### src/hw/fbo_pkg.sv
/*
 * Package for the flag and bit operations unit: operation codes, the request
 * carrier, status flag bit positions, register offsets and reset values.
 * Assumes that the decoder and the design files refer to every item here
 * by the package name and import nothing.
 */
package fbo_pkg;

	// Widths of the datapath.
	localparam int unsigned DATA_W = 8;
	localparam int unsigned RIDX_W = 5;
	localparam int unsigned BIDX_W = 3;
	localparam int unsigned ADDR_W = 2;

	// Positions of the flags inside the status flags register.
	localparam logic [2:0] FLAG_CARRY = 3'h0;
	localparam logic [2:0] FLAG_ZERO = 3'h1;
	localparam logic [2:0] FLAG_NEG = 3'h2;
	localparam logic [2:0] FLAG_OVF = 3'h3;
	localparam logic [2:0] FLAG_SIGN = 3'h4;
	localparam logic [2:0] FLAG_HALF = 3'h5;
	localparam logic [2:0] FLAG_XFER = 3'h6;
	localparam logic [2:0] FLAG_IEN = 3'h7;

	// Flags that the rotate and the arithmetic shift recompute.
	localparam logic [7:0] SHIFT_FLAG_MASK = 8'h0F;

	// Reset values.
	localparam logic [7:0] FLAGS_RST = 8'h00;
	localparam logic [7:0] RESULT_RST = 8'h00;

	// Register offsets on the software port.
	localparam logic [1:0] OFS_FLAGS = 2'h0;
	localparam logic [1:0] OFS_RESULT = 2'h1;

	// Operations of this group.
	typedef enum logic [4:0] {
		OP_NOP = 5'h00,
		OP_ROTATE_RIGHT_CARRY = 5'h01,
		OP_ARITH_SHIFT_RIGHT = 5'h02,
		OP_NIBBLE_SWAP = 5'h03,
		OP_FLAG_SET = 5'h04,
		OP_FLAG_CLEAR = 5'h05,
		OP_T_STORE = 5'h06,
		OP_T_LOAD = 5'h07,
		OP_CARRY_SET = 5'h08,
		OP_CARRY_CLEAR = 5'h09,
		OP_NEG_SET = 5'h0A,
		OP_NEG_CLEAR = 5'h0B,
		OP_ZERO_SET = 5'h0C,
		OP_ZERO_CLEAR = 5'h0D,
		OP_INT_ENABLE = 5'h0E,
		OP_INT_DISABLE = 5'h0F,
		OP_SIGN_SET = 5'h10,
		OP_SIGN_CLEAR = 5'h11,
		OP_OVF_SET = 5'h12,
		OP_OVF_CLEAR = 5'h13,
		OP_T_SET = 5'h14
	} fbo_op_e;

	// One instruction as the decoder hands it over.
	typedef struct packed {
		fbo_op_e op;
		logic [7:0] dst_val;
		logic [7:0] src_val;
		logic [4:0] dst_idx;
		logic [2:0] bit_idx;
	} fbo_req_s;

	// Flag update handed from the datapath to the flag register.
	typedef struct packed {
		logic [7:0] mask;
		logic [7:0] value;
	} fbo_flag_upd_s;

endpackage

### src/hw/fbo_flag_reg.sv
/*
 * Status flags register of the core. Bits under the update mask take the
 * update value; the other bits hold, unless software writes the register in
 * a cycle with no instruction update, when the whole byte is loaded.
 * Assumes one clock, mclk_i, and a synchronous active high reset.
 */
`timescale 1ns/1ps

module fbo_flag_reg (
	// Clock and reset.
	input wire logic mclk_i,
	input wire logic srst_i,
	// Instruction update.
	input wire fbo_pkg::fbo_flag_upd_s upd_i,
	// Software write.
	input wire logic sw_we_i,
	input wire logic [7:0] sw_data_i,
	// Current flags.
	output logic [7:0] flags_o
);

	logic [7:0] flags_reg;
	logic [7:0] flags_next;
	wire logic upd_any = |upd_i.mask;
	wire logic [7:0] merged = (flags_reg & ~upd_i.mask) | (upd_i.value & upd_i.mask);

	// An instruction update wins over a software write in the same cycle.
	assign flags_next = upd_any ? merged : (sw_we_i ? sw_data_i : flags_reg);

	always_ff @(posedge mclk_i) begin
		if (srst_i) begin
			flags_reg <= fbo_pkg::FLAGS_RST;
		end else begin
			flags_reg <= flags_next;
		end
	end

	assign flags_o = flags_reg;
endmodule

### src/hw/fbo_unit.sv
/*
 * Flag and bit operations unit: rotate right through carry, arithmetic shift
 * right, nibble swap, transfer bit store and load, and the status flag set and
 * clear instructions, with the status flags register and a small software port.
 * Assumes the decoder supplies operand values already read from the working
 * registers, and writes res_data_o back to register res_idx_o when res_we_o.
 */
// Summary of operation
// - Rotate right: bit 7 takes old carry, carry takes old bit 0.
// - Arithmetic shift right: bits 0 to 6 take next higher bit, bit 7 kept.
// - Nibble swap exchanges upper and lower four bits of the destination.
// - Flag set/clear writes one/zero into indexed flag; others unchanged.
// - Transfer store copies selected source bit into transfer flag only.
// - Transfer load copies transfer flag into selected destination bit only.
// - Carry set forces carry to one, carry clear to zero; nothing else.
// - Negative set/clear forces negative flag to one/zero only.
// - Zero set/clear forces zero flag to one/zero only.
// - Interrupt enable sets, interrupt disable clears, the global enable flag only.
// - Signed set/clear forces the signed test flag to one/zero only.
// - Overflow set/clear forces the overflow flag to one/zero only.
// - Transfer set forces transfer flag to one, all other flags unchanged.
// - Rotate updates zero, carry, negative, overflow; swap and load touch no flag.
`timescale 1ns/1ps

module fbo_unit (
	// Clock and reset.
	input wire logic mclk_i,
	input wire logic srst_i,
	// Instruction from the decoder.
	input wire logic req_valid_i,
	input wire fbo_pkg::fbo_req_s req_i,
	// Register write back.
	output logic res_we_o,
	output logic [4:0] res_idx_o,
	output logic [7:0] res_data_o,
	// Status flags.
	output logic [7:0] flags_o,
	// Software register port.
	input wire logic [1:0] reg_addr_i,
	input wire logic [7:0] reg_wdata_i,
	input wire logic reg_we_i,
	input wire logic reg_re_i,
	output logic [7:0] reg_rdata_o
);

	// Single bit decode of a three bit index.
	function automatic logic [7:0] bit_sel(input logic [2:0] idx);
		bit_sel = 8'h01 << idx;
	endfunction

	// Replace one bit of a byte.
	function automatic logic [7:0] put_bit(input logic [7:0] val, input logic [2:0] idx,
		input logic b);
		put_bit = (val & ~bit_sel(idx)) | ({8{b}} & bit_sel(idx));
	endfunction

	// Flags recomputed by a shift: zero, carry from bit 0, negative, overflow.
	function automatic logic [7:0] shift_flags(input logic [7:0] res, input logic c);
		logic [7:0] f;
		f = 8'h00;
		f[fbo_pkg::FLAG_CARRY] = c;
		f[fbo_pkg::FLAG_ZERO] = (res == 8'h00);
		f[fbo_pkg::FLAG_NEG] = res[7];
		f[fbo_pkg::FLAG_OVF] = res[7] ^ c;
		shift_flags = f;
	endfunction

	logic [7:0] res_data_reg;
	logic [7:0] res_data_next;
	logic res_we_reg;
	logic res_we_next;
	logic [4:0] res_idx_reg;
	logic [7:0] rdata_reg;
	logic [7:0] rdata_next;
	logic [7:0] flags;
	fbo_pkg::fbo_flag_upd_s upd;

	wire fbo_pkg::fbo_op_e op = req_valid_i ? req_i.op : fbo_pkg::OP_NOP;
	wire logic [7:0] dst = req_i.dst_val;
	wire logic old_c = flags[fbo_pkg::FLAG_CARRY];
	wire logic old_t = flags[fbo_pkg::FLAG_XFER];

	// Data results of the register writing operations.
	wire logic [7:0] rotc_res = {old_c, dst[7:1]};
	wire logic [7:0] ashr_res = {dst[7], dst[7:1]};
	wire logic [7:0] swap_res = {dst[3:0], dst[7:4]};
	wire logic [7:0] tld_res = put_bit(dst, req_i.bit_idx, old_t);

	wire logic is_rotc = (op == fbo_pkg::OP_ROTATE_RIGHT_CARRY);
	wire logic is_ashr = (op == fbo_pkg::OP_ARITH_SHIFT_RIGHT);
	wire logic is_swap = (op == fbo_pkg::OP_NIBBLE_SWAP);
	wire logic is_tld = (op == fbo_pkg::OP_T_LOAD);

	// Only the four register writing operations produce a write back.
	assign res_we_next = is_rotc | is_ashr | is_swap | is_tld;
	assign res_data_next = is_rotc ? rotc_res :
		is_ashr ? ashr_res :
		is_swap ? swap_res :
		is_tld ? tld_res : res_data_reg;

	// Flag update: a mask of touched flags and their new values.
	always_comb begin
		upd.mask = 8'h00;
		upd.value = 8'h00;
		unique case (op)
			fbo_pkg::OP_NOP, fbo_pkg::OP_NIBBLE_SWAP, fbo_pkg::OP_T_LOAD: begin
				upd.mask = 8'h00;
			end
			fbo_pkg::OP_ROTATE_RIGHT_CARRY: begin
				upd.mask = fbo_pkg::SHIFT_FLAG_MASK;
				upd.value = shift_flags(rotc_res, dst[0]);
			end
			fbo_pkg::OP_ARITH_SHIFT_RIGHT: begin
				upd.mask = fbo_pkg::SHIFT_FLAG_MASK;
				upd.value = shift_flags(ashr_res, dst[0]);
			end
			fbo_pkg::OP_FLAG_SET: begin
				upd.mask = bit_sel(req_i.bit_idx);
				upd.value = 8'hFF;
			end
			fbo_pkg::OP_FLAG_CLEAR: begin
				upd.mask = bit_sel(req_i.bit_idx);
			end
			fbo_pkg::OP_T_STORE: begin
				upd.mask = bit_sel(fbo_pkg::FLAG_XFER);
				upd.value = {8{req_i.src_val[req_i.bit_idx]}};
			end
			fbo_pkg::OP_CARRY_SET, fbo_pkg::OP_CARRY_CLEAR: begin
				upd.mask = bit_sel(fbo_pkg::FLAG_CARRY);
				upd.value = {8{op == fbo_pkg::OP_CARRY_SET}};
			end
			fbo_pkg::OP_NEG_SET, fbo_pkg::OP_NEG_CLEAR: begin
				upd.mask = bit_sel(fbo_pkg::FLAG_NEG);
				upd.value = {8{op == fbo_pkg::OP_NEG_SET}};
			end
			fbo_pkg::OP_ZERO_SET, fbo_pkg::OP_ZERO_CLEAR: begin
				upd.mask = bit_sel(fbo_pkg::FLAG_ZERO);
				upd.value = {8{op == fbo_pkg::OP_ZERO_SET}};
			end
			fbo_pkg::OP_INT_ENABLE, fbo_pkg::OP_INT_DISABLE: begin
				upd.mask = bit_sel(fbo_pkg::FLAG_IEN);
				upd.value = {8{op == fbo_pkg::OP_INT_ENABLE}};
			end
			fbo_pkg::OP_SIGN_SET, fbo_pkg::OP_SIGN_CLEAR: begin
				upd.mask = bit_sel(fbo_pkg::FLAG_SIGN);
				upd.value = {8{op == fbo_pkg::OP_SIGN_SET}};
			end
			fbo_pkg::OP_OVF_SET, fbo_pkg::OP_OVF_CLEAR: begin
				upd.mask = bit_sel(fbo_pkg::FLAG_OVF);
				upd.value = {8{op == fbo_pkg::OP_OVF_SET}};
			end
			fbo_pkg::OP_T_SET: begin
				upd.mask = bit_sel(fbo_pkg::FLAG_XFER);
				upd.value = 8'hFF;
			end
			default: begin
				upd.mask = 8'h00;
			end
		endcase
	end

	// Software port decode.
	wire logic sel_flags = (reg_addr_i == fbo_pkg::OFS_FLAGS);
	wire logic sel_result = (reg_addr_i == fbo_pkg::OFS_RESULT);
	wire logic flags_we = reg_we_i & sel_flags;
	assign rdata_next = !reg_re_i ? 8'h00 :
		sel_flags ? flags :
		sel_result ? res_data_reg : 8'h00;

	fbo_flag_reg u_flags (
		.mclk_i(mclk_i),
		.srst_i(srst_i),
		.upd_i(upd),
		.sw_we_i(flags_we),
		.sw_data_i(reg_wdata_i),
		.flags_o(flags)
	);

	always_ff @(posedge mclk_i) begin
		if (srst_i) begin
			res_data_reg <= fbo_pkg::RESULT_RST;
			res_we_reg <= 1'b0;
			res_idx_reg <= 5'h00;
			rdata_reg <= 8'h00;
		end else begin
			res_data_reg <= res_data_next;
			res_we_reg <= res_we_next;
			res_idx_reg <= req_i.dst_idx;
			rdata_reg <= rdata_next;
		end
	end

	assign res_we_o = res_we_reg;
	assign res_idx_o = res_idx_reg;
	assign res_data_o = res_data_reg;
	assign flags_o = flags;
	assign reg_rdata_o = rdata_reg;
endmodule

### config.mk
export PLATFORM = sky130hd
export DESIGN_NAME = fbo_unit
export DESIGN_NICKNAME = d
export VERILOG_FILES = /design/src/hw/fbo_pkg.sv /design/src/hw/fbo_flag_reg.sv /design/src/hw/fbo_unit.sv
export SDC_FILE = /design/constraint.sdc
export NUM_CORES = 1
export LEC_CHECK = 0
export ABC_AREA = 1
export BUFFER_PORTS_ARGS = -buffer_cell sky130_fd_sc_hd__buf_4
export CAP_MARGIN = 25
export CORE_AREA = 4 4 68 70
export DETAILED_ROUTE_END_ITERATION = 8
export DIE_AREA = 0 0 72 74
export GPL_ROUTABILITY_DRIVEN = 0
export PLACE_DENSITY_LB_ADDON = 0.05
export SKIP_LAST_GASP = 1
export SLEW_MARGIN = 20
export SYNTH_ARGS = -nofsm -noshare
export SYNTH_HDL_FRONTEND = slang
export SYNTH_SLANG_ARGS = --single-unit
### constraint.sdc
create_clock -name mclk_i -period 2.2 [get_ports mclk_i]
set_input_delay 0.11 -clock mclk_i [delete_from_list [all_inputs] [get_ports mclk_i]]
set_output_delay 0.11 -clock mclk_i [all_outputs]
set_load 0.01 [all_outputs]
# Word-level counts from Yosys, hierarchy flattened
# Cells that the tools add are included.
[totals]
regBits = 30
elab_cells = 73
[op_classes]
magnitude_cmp = 1
eq_ne = 21
n_shift = 1
muxes = 13
n_bitwise = 15
reduce_logical = 17
[op_table]
columns = ["op", "count"]
rows = [
  ["$pmux W8 S10", 1],
  ["$pmux W8 S9", 1],
  ["$mux W8", 8],
  ["$eq A5 B4 Y1 const B", 8],
  ["$and A8 B8 Y8", 4],
  ["$eq A5 B5 Y1 const B", 5],
  ["$reduce_or A2 Y1", 11],
  ["$eq A5 B3 Y1 const B", 4],
  ["$logic_not A8 Y1", 2],
  ["$not A8 Y8", 2],
  ["$or A8 B8 Y8", 2],
  ["$eq A5 B2 Y1 const B", 2],
  ["$reduce_or A8 Y1", 1],
  ["$shl A1 B3 Y8 const A", 1],
  ["$eq A5 B1 Y1 const B", 1],
  ["$mux W5", 1],
  ["$lt A3 B4 Y1 const B", 1],
  ["$reduce_bool A4 Y1", 1],
  ["$bmux W1 S3", 1],
  ["$or A1 B1 Y1", 3],
  ["$eq A2 B1 Y1 const B", 1],
  ["$logic_not A2 Y1", 1],
  ["$reduce_bool A2 Y1", 1],
  ["$xor A1 B1 Y1", 2],
  ["other kinds (3)", 3],
]

# Depth between registers and ports, before layout
# Gate-level depths: netlist (run 1).
[logic_depth]
ltp_word = 8
ltp_mapped = 15
depth_no_buf = 14

# Cells and area by module
# From an unflattened synthesis (run 1), not the netlist that was laid out.
[unflattened]
hier_cells = 369
area_unflattened_um2 = 2193.4
[by_module_without_submodules]
columns = ["module", "instances", "cells_each", "area_each_um2", "seq_area_each_um2"]
rows = [
  ["fbo_unit", 1, 263, 1547.7, 440.4],
  ["fbo_flag_reg", 1, 106, 645.6, 160.2],
]

# Least setup slack after synthesis (run 1)
# OpenSTA, ideal clock, no wires.
[synth_path]
path_type = "input -> register"
startpoint = "in req_i[26] (netlist name)"
endpoint = "reg with a tool-made name"
setup_ps = 112
t_arrival_ps = 1142
required_ps = 2088
setup_slack_ps = 946
stages = 11
cell_sequence = "nand2_1 -> nor2_2 -> nand2_1 -> nand2_1 -> nor2_1 -> buf_4 -> nand4_4 -> nand2_1 -> nand2_1 -> nand2_1 -> nor2_1"
[synth_lines]
columns = ["element", "line_no", "rtl"]
rows = [
  ["from (decl)", "fbo_unit.sv:31", "input wire fbo_pkg::fbo_req_s req_i,"],
]

==> out/results.tsv, run 1 <==
stage	metric	value	unit
clock_tree	Clock Tree Buf Depth	2	
worst_setup_path	WS Path Type	in -> reg	
timing	RSZ-0062 raised after global routing	no	
grt	global-route wire length before repair	9260	um
yosys	Synth Area in Compound Gates	14.0	%
finish	share of post-route cells with drive strength above 1	22.7	%
floorplan	Initial Util	52.3	%
placed_design	placed instance area	2670	sq um
timing	crit path time final	1420	ps
clock_tree	hold_buf cts	0	
clock_tree	total setup buffers inserted after CTS	0	
grt	GRT overflow	0	
worst_setup_path	most numerous cell on the critical path	nand2_1	
worst_setup_path	CP Capture Type	flop	
grt	initial antenna violation count	0	
job	maxcap violations	0	
power	VDD IR-drop max	0.556	mV
yosys	Cells after Synth	361	
floorplan	core area	3970	sq um
yosys	Synth area leader	dfxtp_1	
grt	GRT Util Overall	22.1	%
grt	largest net degree at the start of global routing	19	
clock_tree	cts bufs inserted	5	
yosys	largest family of logic cells by synthesized area	simple AND/OR/NAND/NOR gates	
yosys	adder-cell area share of the yosys netlist	0	%
yosys	Seq cells post-synth	30	
finish	Fill cells	399	
finish	commonest cells after routing, fill and taps aside	119 x nand2_1, 76 x buf_4, 50 x inv_1	
timing	worst relative slew slack	68.4	%
worst_setup_path	Worst path slowest cell	nor2_4	
finish	Multi-input gate area	1230	sq um
yosys	YS warnings	0	
worst_setup_path	Critical Path AT	1640	ps
clock_tree	CTS tree	yes	
grt	vias in the first global route	2128	
worst_setup_path	CP max stage delay	310	ps
drt	antenna-violating nets left	0	
yosys	sequential share of the synthesized area	28.9	%
floorplan	row count	23	
finish	# diodes	0	
timing	final period utilization	64.4	%
finish	most common library cell in the layout ignoring fill and taps	nand2_1	
timing	clk_skew	5.55	ps
floorplan	die width	72	um
worst_setup_path	crit path cell chain	buf_4 > nand2_1 > nand2_1 > inv_2 > nand2_2 > nand2_2 > nor2_4 > nand3_2 > nand2_1 > nand2_1 > nand2_1 > nand2_1 > nor2_1	
timing	Setup TNS	0	ps
finish	FF/Latch Area	601	sq um
outcome	outcome	finished, final reports clean	
timing	Final Setup Violations	0	
worst_setup_path	Worst Path Buf+Inv	2	
clock_tree	Root Driver	clkbuf_8	
timing	Slew Viols, Final	0	
floorplan	IO Pins	74	
drt	Routed WL per cell	12.3	um
power	Leakage Power	0.00149	uW
worst_hold_path	Hold Crit Class	in -> reg	
yosys	Avg Cell Area, Syn	5.75	sq um
worst_setup_path	Crit. Startpoint	req_valid_i	
placed_design	HPWL Detailed	4760	um
timing	Worst Tran Pin Value	472	ps
finish	Layout area overhead	33.0	%
yosys	post-synth top area share	28.9	%
drt	Post-Route WL	5980	um
worst_setup_path	Worst Path Max Fanout	13	
timing	final hold viol count	0	
yosys	most area-consuming cells after synthesis	dfxtp_1 29%, nand2_1 22%, inv_1 9.0%, nor2_1 8.9%, o21ai_0 6.5%	
clock_tree	Post-CTS Resized	0	
worst_hold_path	hold_sp	req_i[7]	
worst_setup_path	Worst Setup Start Kind	input port	
yosys	Post-Syn Nets	405	
drt	drt first pass iters	4	
power	PwrDens	555	nW/um^2
yosys	Unique masters post-synth	25	
drt	DRC viols	0	
finish	Layout Nets	480	
finish	Design Area, Final	2760	sq um
drt	total number of vias	2445	
yosys	post-synthesis simple-gate area fraction	45.2	%
worst_setup_path	CP top delay family	simple AND/OR/NAND/NOR gates	
timing	Peak Freq	706	MHz
floorplan	DIE HEIGHT	74	um
clock_tree	clock slew at reported path FFs	70	ps
yosys	Synth Cell Area	2080	sq um
clock_tree	Sink Count	30	
yosys	XOR/XNOR Fraction of Synth Area	0	%
drt	vias per cell	5.02	
floorplan	Die ar.	5330	sq um
drt	DR iter-0 viols	142	
placed_design	PortBufs	73	
clock_tree	Skew-Pair Late Insertion Delay	290	ps
yosys	post-synthesis mux area share	0	%
clock_tree	H-Tree Depth	2	
worst_setup_path	CP required	2420	ps
[worst paths after layout]
path	to	slack, ps	depth (start not counted)
worst max-delay path	flop	780	13
worst min-delay path	res_idx_o[4]$_SDFF_PP0_	20	3
worst min register to register	reg_rdata_o[7]$_SDFF_PP0_	490	2
worst max register to register	res_data_o[7]$_SDFFE_PP0P_	910	5
[worst min-delay path: cells and delay by family]
kind          cells  cell delay, ps
simple gates      1              60
buf+inv           2             100
[cell type report]
type | instances | share of cell area [%]
multi-input cells | 269 | 44.6
flip-flops and latches | 30 | 21.7
repair buffers | 76 | 20.7
inverters | 54 | 7.34
clock buffers | 6 | 2.99
well taps | 50 | 2.26
clock inverters | 2 | 0.453
[cell families (layout without fill, tap and decap cells)]
kind of cell	Yosys count	in the layout
flops	30	30
buf+inv	62	138
compound gates	54	54
simple gates	215	215
[cells in the mapped netlist (all sizes together)]
master	n
dfxtp	30
clkbuf	2
a21o	1
clkinv	1
nor3	2
nand2	122
o21bai	1
nand4	12
nor2	51
o21ai	34
a31oi	1
buf	6
a21oi	17
inv	53
nand3	28
[power breakdown]
| group | switching, uW | internal, uW |
|---|---|---|
| Combinational | 247 | 191 |
| Sequential | 35.5 | 583 |
| Clock | 225 | 251 |
| Total | 507 | 1030 |
[metrics by stage]
stage | hold slack, ps | std cells | utilization [%] | total power (uW) | worst slack (ps)
global placement | 309 | 479 | 67.2 | 1060 | 577
detailed placement | 316 | 479 | 67.2 | 1070 | 503
CTS | 16.3 | 487 | 69.6 | 1540 | 808
floorplan | 195 | 361 | - | 874 | 946
global route | 32.9 | 487 | 69.6 | 1620 | 592
finish | 19.9 | 487 | 69.6 | 1530 | 784
[metal layers]
metal | routed length, um | GRT usage [%] | vias to the layer above | part of all wire [%]
met2 | 2730 | 35.6 | 95 | 46
met3 | 410 | 5.00 | 21 | 6.9
li1 | - | - | 1287 | -
met5 | 0 | 0 | - | 0
met4 | 183 | 10.6 | 0 | 3.1
met1 | 2660 | 28.0 | 1042 | 44
(Power assumes the default switching activity.)
==> run 2, diff against run 1 <==
--- a/config.mk
+++ b/config.mk
@@ -8,9 +8,9 @@
 export ABC_AREA = 1
 export BUFFER_PORTS_ARGS = -buffer_cell sky130_fd_sc_hd__buf_4
 export CAP_MARGIN = 25
-export CORE_AREA = 4 4 68 70
+export CORE_AREA = 4 4 70 72
 export DETAILED_ROUTE_END_ITERATION = 8
-export DIE_AREA = 0 0 72 74
+export DIE_AREA = 0 0 74 76
 export GPL_ROUTABILITY_DRIVEN = 0
 export PLACE_DENSITY_LB_ADDON = 0.05
 export SKIP_LAST_GASP = 1
==> constraint.sdc (replaced) <==
create_clock -name mclk_i -period 1.48 [get_ports mclk_i]
set_input_delay 0.074 -clock mclk_i [delete_from_list [all_inputs] [get_ports mclk_i]]
set_output_delay 0.074 -clock mclk_i [all_outputs]
set_load 0.01 [all_outputs]
==> out/results.tsv, run 2 (same netlist as run 1, synthesis figures left out) <==
stage	metric	value	unit
outcome	outcome	finished, final reports clean	
power	VDD IR-drop max	0.397	mV
worst_setup_path	Crit. Startpoint	req_valid_i	
drt	DR iter-0 viols	166	
worst_setup_path	R2R cell count	5	
finish	share of post-route cells with drive strength above 1	23.7	%
power	clock share of power	27.6	%
clock_tree	Post-CTS Resized	0	
grt	initial antenna violation count	0	
power	Switching Fraction	32.4	%
drt	WL met3	528	um
floorplan	Die ar.	5620	sq um
placed_design	HPWL Detailed	4840	um
worst_setup_path	Critical Path AT	1420	ps
timing	clk_skew	5.99	ps
finish	Layout Nets	491	
power	Logic pwr share	30.5	%
grt	global-route wire length before repair	9770	um
timing	worst setup margin	234	ps
clock_tree	Root Driver	clkbuf_8	
power	PwrDens	769	nW/um^2
placed_design	placed insts	489	
worst_setup_path	CP top delay family	simple AND/OR/NAND/NOR gates	
timing	RSZ-0062 raised after global routing	no	
clock_tree	Clock Tree Buf Depth	2	
timing	Peak Freq	802	MHz
power	Seq pwr share	41.9	%
worst_hold_path	hold_sp	req_i[6]	
finish	Layout area overhead	37.3	%
worst_setup_path	Worst path slowest cell	buf_4	
timing	final period utilization	84.2	%
floorplan	IO Pins	74	
timing	Setup TNS	0	ps
timing	Worst Tran Pin Value	502	ps
clock_tree	H-Tree Depth	2	
drt	total number of vias	2471	
timing	Slew Viols, Final	0	
drt	DRC viols	0	
finish	# diodes	0	
power	Net Sw Power	710	uW
clock_tree	clock slew at reported path FFs	60	ps
worst_setup_path	reg2reg end	res_data_o[7]$_SDFFE_PP0P_	
placed_design	PortBufs	73	
placed_design	dpl ws	-31.0	ps
drt	Post-Route WL	5980	um
worst_setup_path	CP required	1650	ps
grt	vias in the first global route	2208	
worst_setup_path	CP max stage delay	170	ps
finish	Fill cells	417	
clock_tree	Sink Count	30	
worst_hold_path	Hold Crit Class	in -> reg	
timing	crit path time final	1250	ps
finish	commonest cells after routing, fill and taps aside	119 x nand2_1, 83 x buf_4, 50 x inv_1	
power	Leakage Power	0.00154	uW
grt	GRT overflow	0	
floorplan	DIE HEIGHT	76	um
worst_setup_path	Worst Path Max Fanout	11	
drt	wire length on met2	2860	um
drt	vias per cell	4.95	
drt	max layer used	met4	
timing	final hold viol count	0	
clock_tree	total setup buffers inserted after CTS	0	
worst_setup_path	WS Path Type	in -> reg	
grt	GRT Util Overall	21.4	%
drt	routed metal-1 wirelength	2520	um
floorplan	die width	74	um
worst_setup_path	crit path cell chain	buf_4 > nand2_1 > nand2_1 > nor2_1 > nand3_1 > nand2_1 > nor2_1 > buf_4 > nand3_2 > nand2_1 > nand2_1 > nand2_1 > nand2_1 > nor2_1	
worst_hold_path	Hold Path Cell Cnt	3	
timing	worst relative slew slack	66.4	%
finish	most common library cell in the layout ignoring fill and taps	nand2_1	
worst_setup_path	Worst Setup Start Kind	input port	
worst_setup_path	most numerous cell on the critical path	nand2_1	
floorplan	core area	4290	sq um
finish	Finished Layout Cells	499	
clock_tree	cts bufs inserted	5	
timing	Final Setup Violations	0	
drt	drt first pass iters	4	
floorplan	row count	24	
worst_setup_path	r2r setup slk	250	ps
job	maxcap violations	0	
worst_setup_path	Worst Path Buf+Inv	2	
worst_setup_path	CP Capture Type	flop	
finish	Finished Core Util	66.4	%
clock_tree	CTS tree	yes	
drt	Routed WL per cell	12.0	um
floorplan	Initial Util	48.4	%
worst_hold_path	Worst Hold Endpoint	res_idx_o[3]$_SDFF_PP0_	
power	internal power	1480	uW
clock_tree	Skew-Pair Late Insertion Delay	270	ps
drt	antenna-violating nets left	0	
grt	largest net degree at the start of global routing	15	
run 2: worst max-delay path by stage:
stage | to | depth (start not counted) | slack (ps)
finish | flop | 14 | 230
global route | flop | 14 | 50
CTS | flop | 14 | 250
detailed placement | flop | 14 | -30
global placement | flop | 12 | -1
floorplan | flop | 11 | 260
run 2: metal layers:
metal	global-route usage, %	vias to the layer above
met5	0	-
met4	4.71	0
met3	5.28	8
met2	34.0	103
met1	28.8	1049
li1	-	1311
run 2: area by class of cell:
type	count	area, sq um	area share (%)
multi-input combinational	269	1230	43.2
timing repair buffer	87	673	23.6
sequential	30	601	21.1
inverter	54	203	7.11
clock buffer	5	68.8	2.41
tap	52	65.1	2.28
clock inverter	2	10.0	0.351
run 2: power groups by stage:
| stage | registers (uW) | logic (uW) | clock network [uW] |
|---|---|---|---|
| after global placement | 939 | 649 | 0 |
| after floorplan | 949 | 350 | 0 |
| after detailed placement | 939 | 658 | 0 |
| after global routing | 928 | 755 | 659 |
| final | 920 | 669 | 604 |
| after CTS | 921 | 668 | 623 |
run 2: timing repair:
item                       4_1_cts  5_1_grt
hold buffers                     3        0
hold endpoints to repair         3        0
setup endpoints to repair        0        0
run 2: per-stage QoR:
step / hold slack (ps) / power (uW) / cell area [sq um]
after floorplan: 159 / 1300 / 2080
after global placement: 272 / 1590 / 2740
after detailed placement: 281 / 1600 / 2740
after CTS: 1.98 / 2210 / 2850
after global routing: 19.6 / 2340 / 2850
final: 8.19 / 2190 / 2850
run 2: worst reg2reg max path: stages, from the launching register on:
cell     delay [ps]
dfxtp_1         440
inv_1           110
o21ai_0         270
a21o_1          120
o21ai_0          90
a21oi_1         130
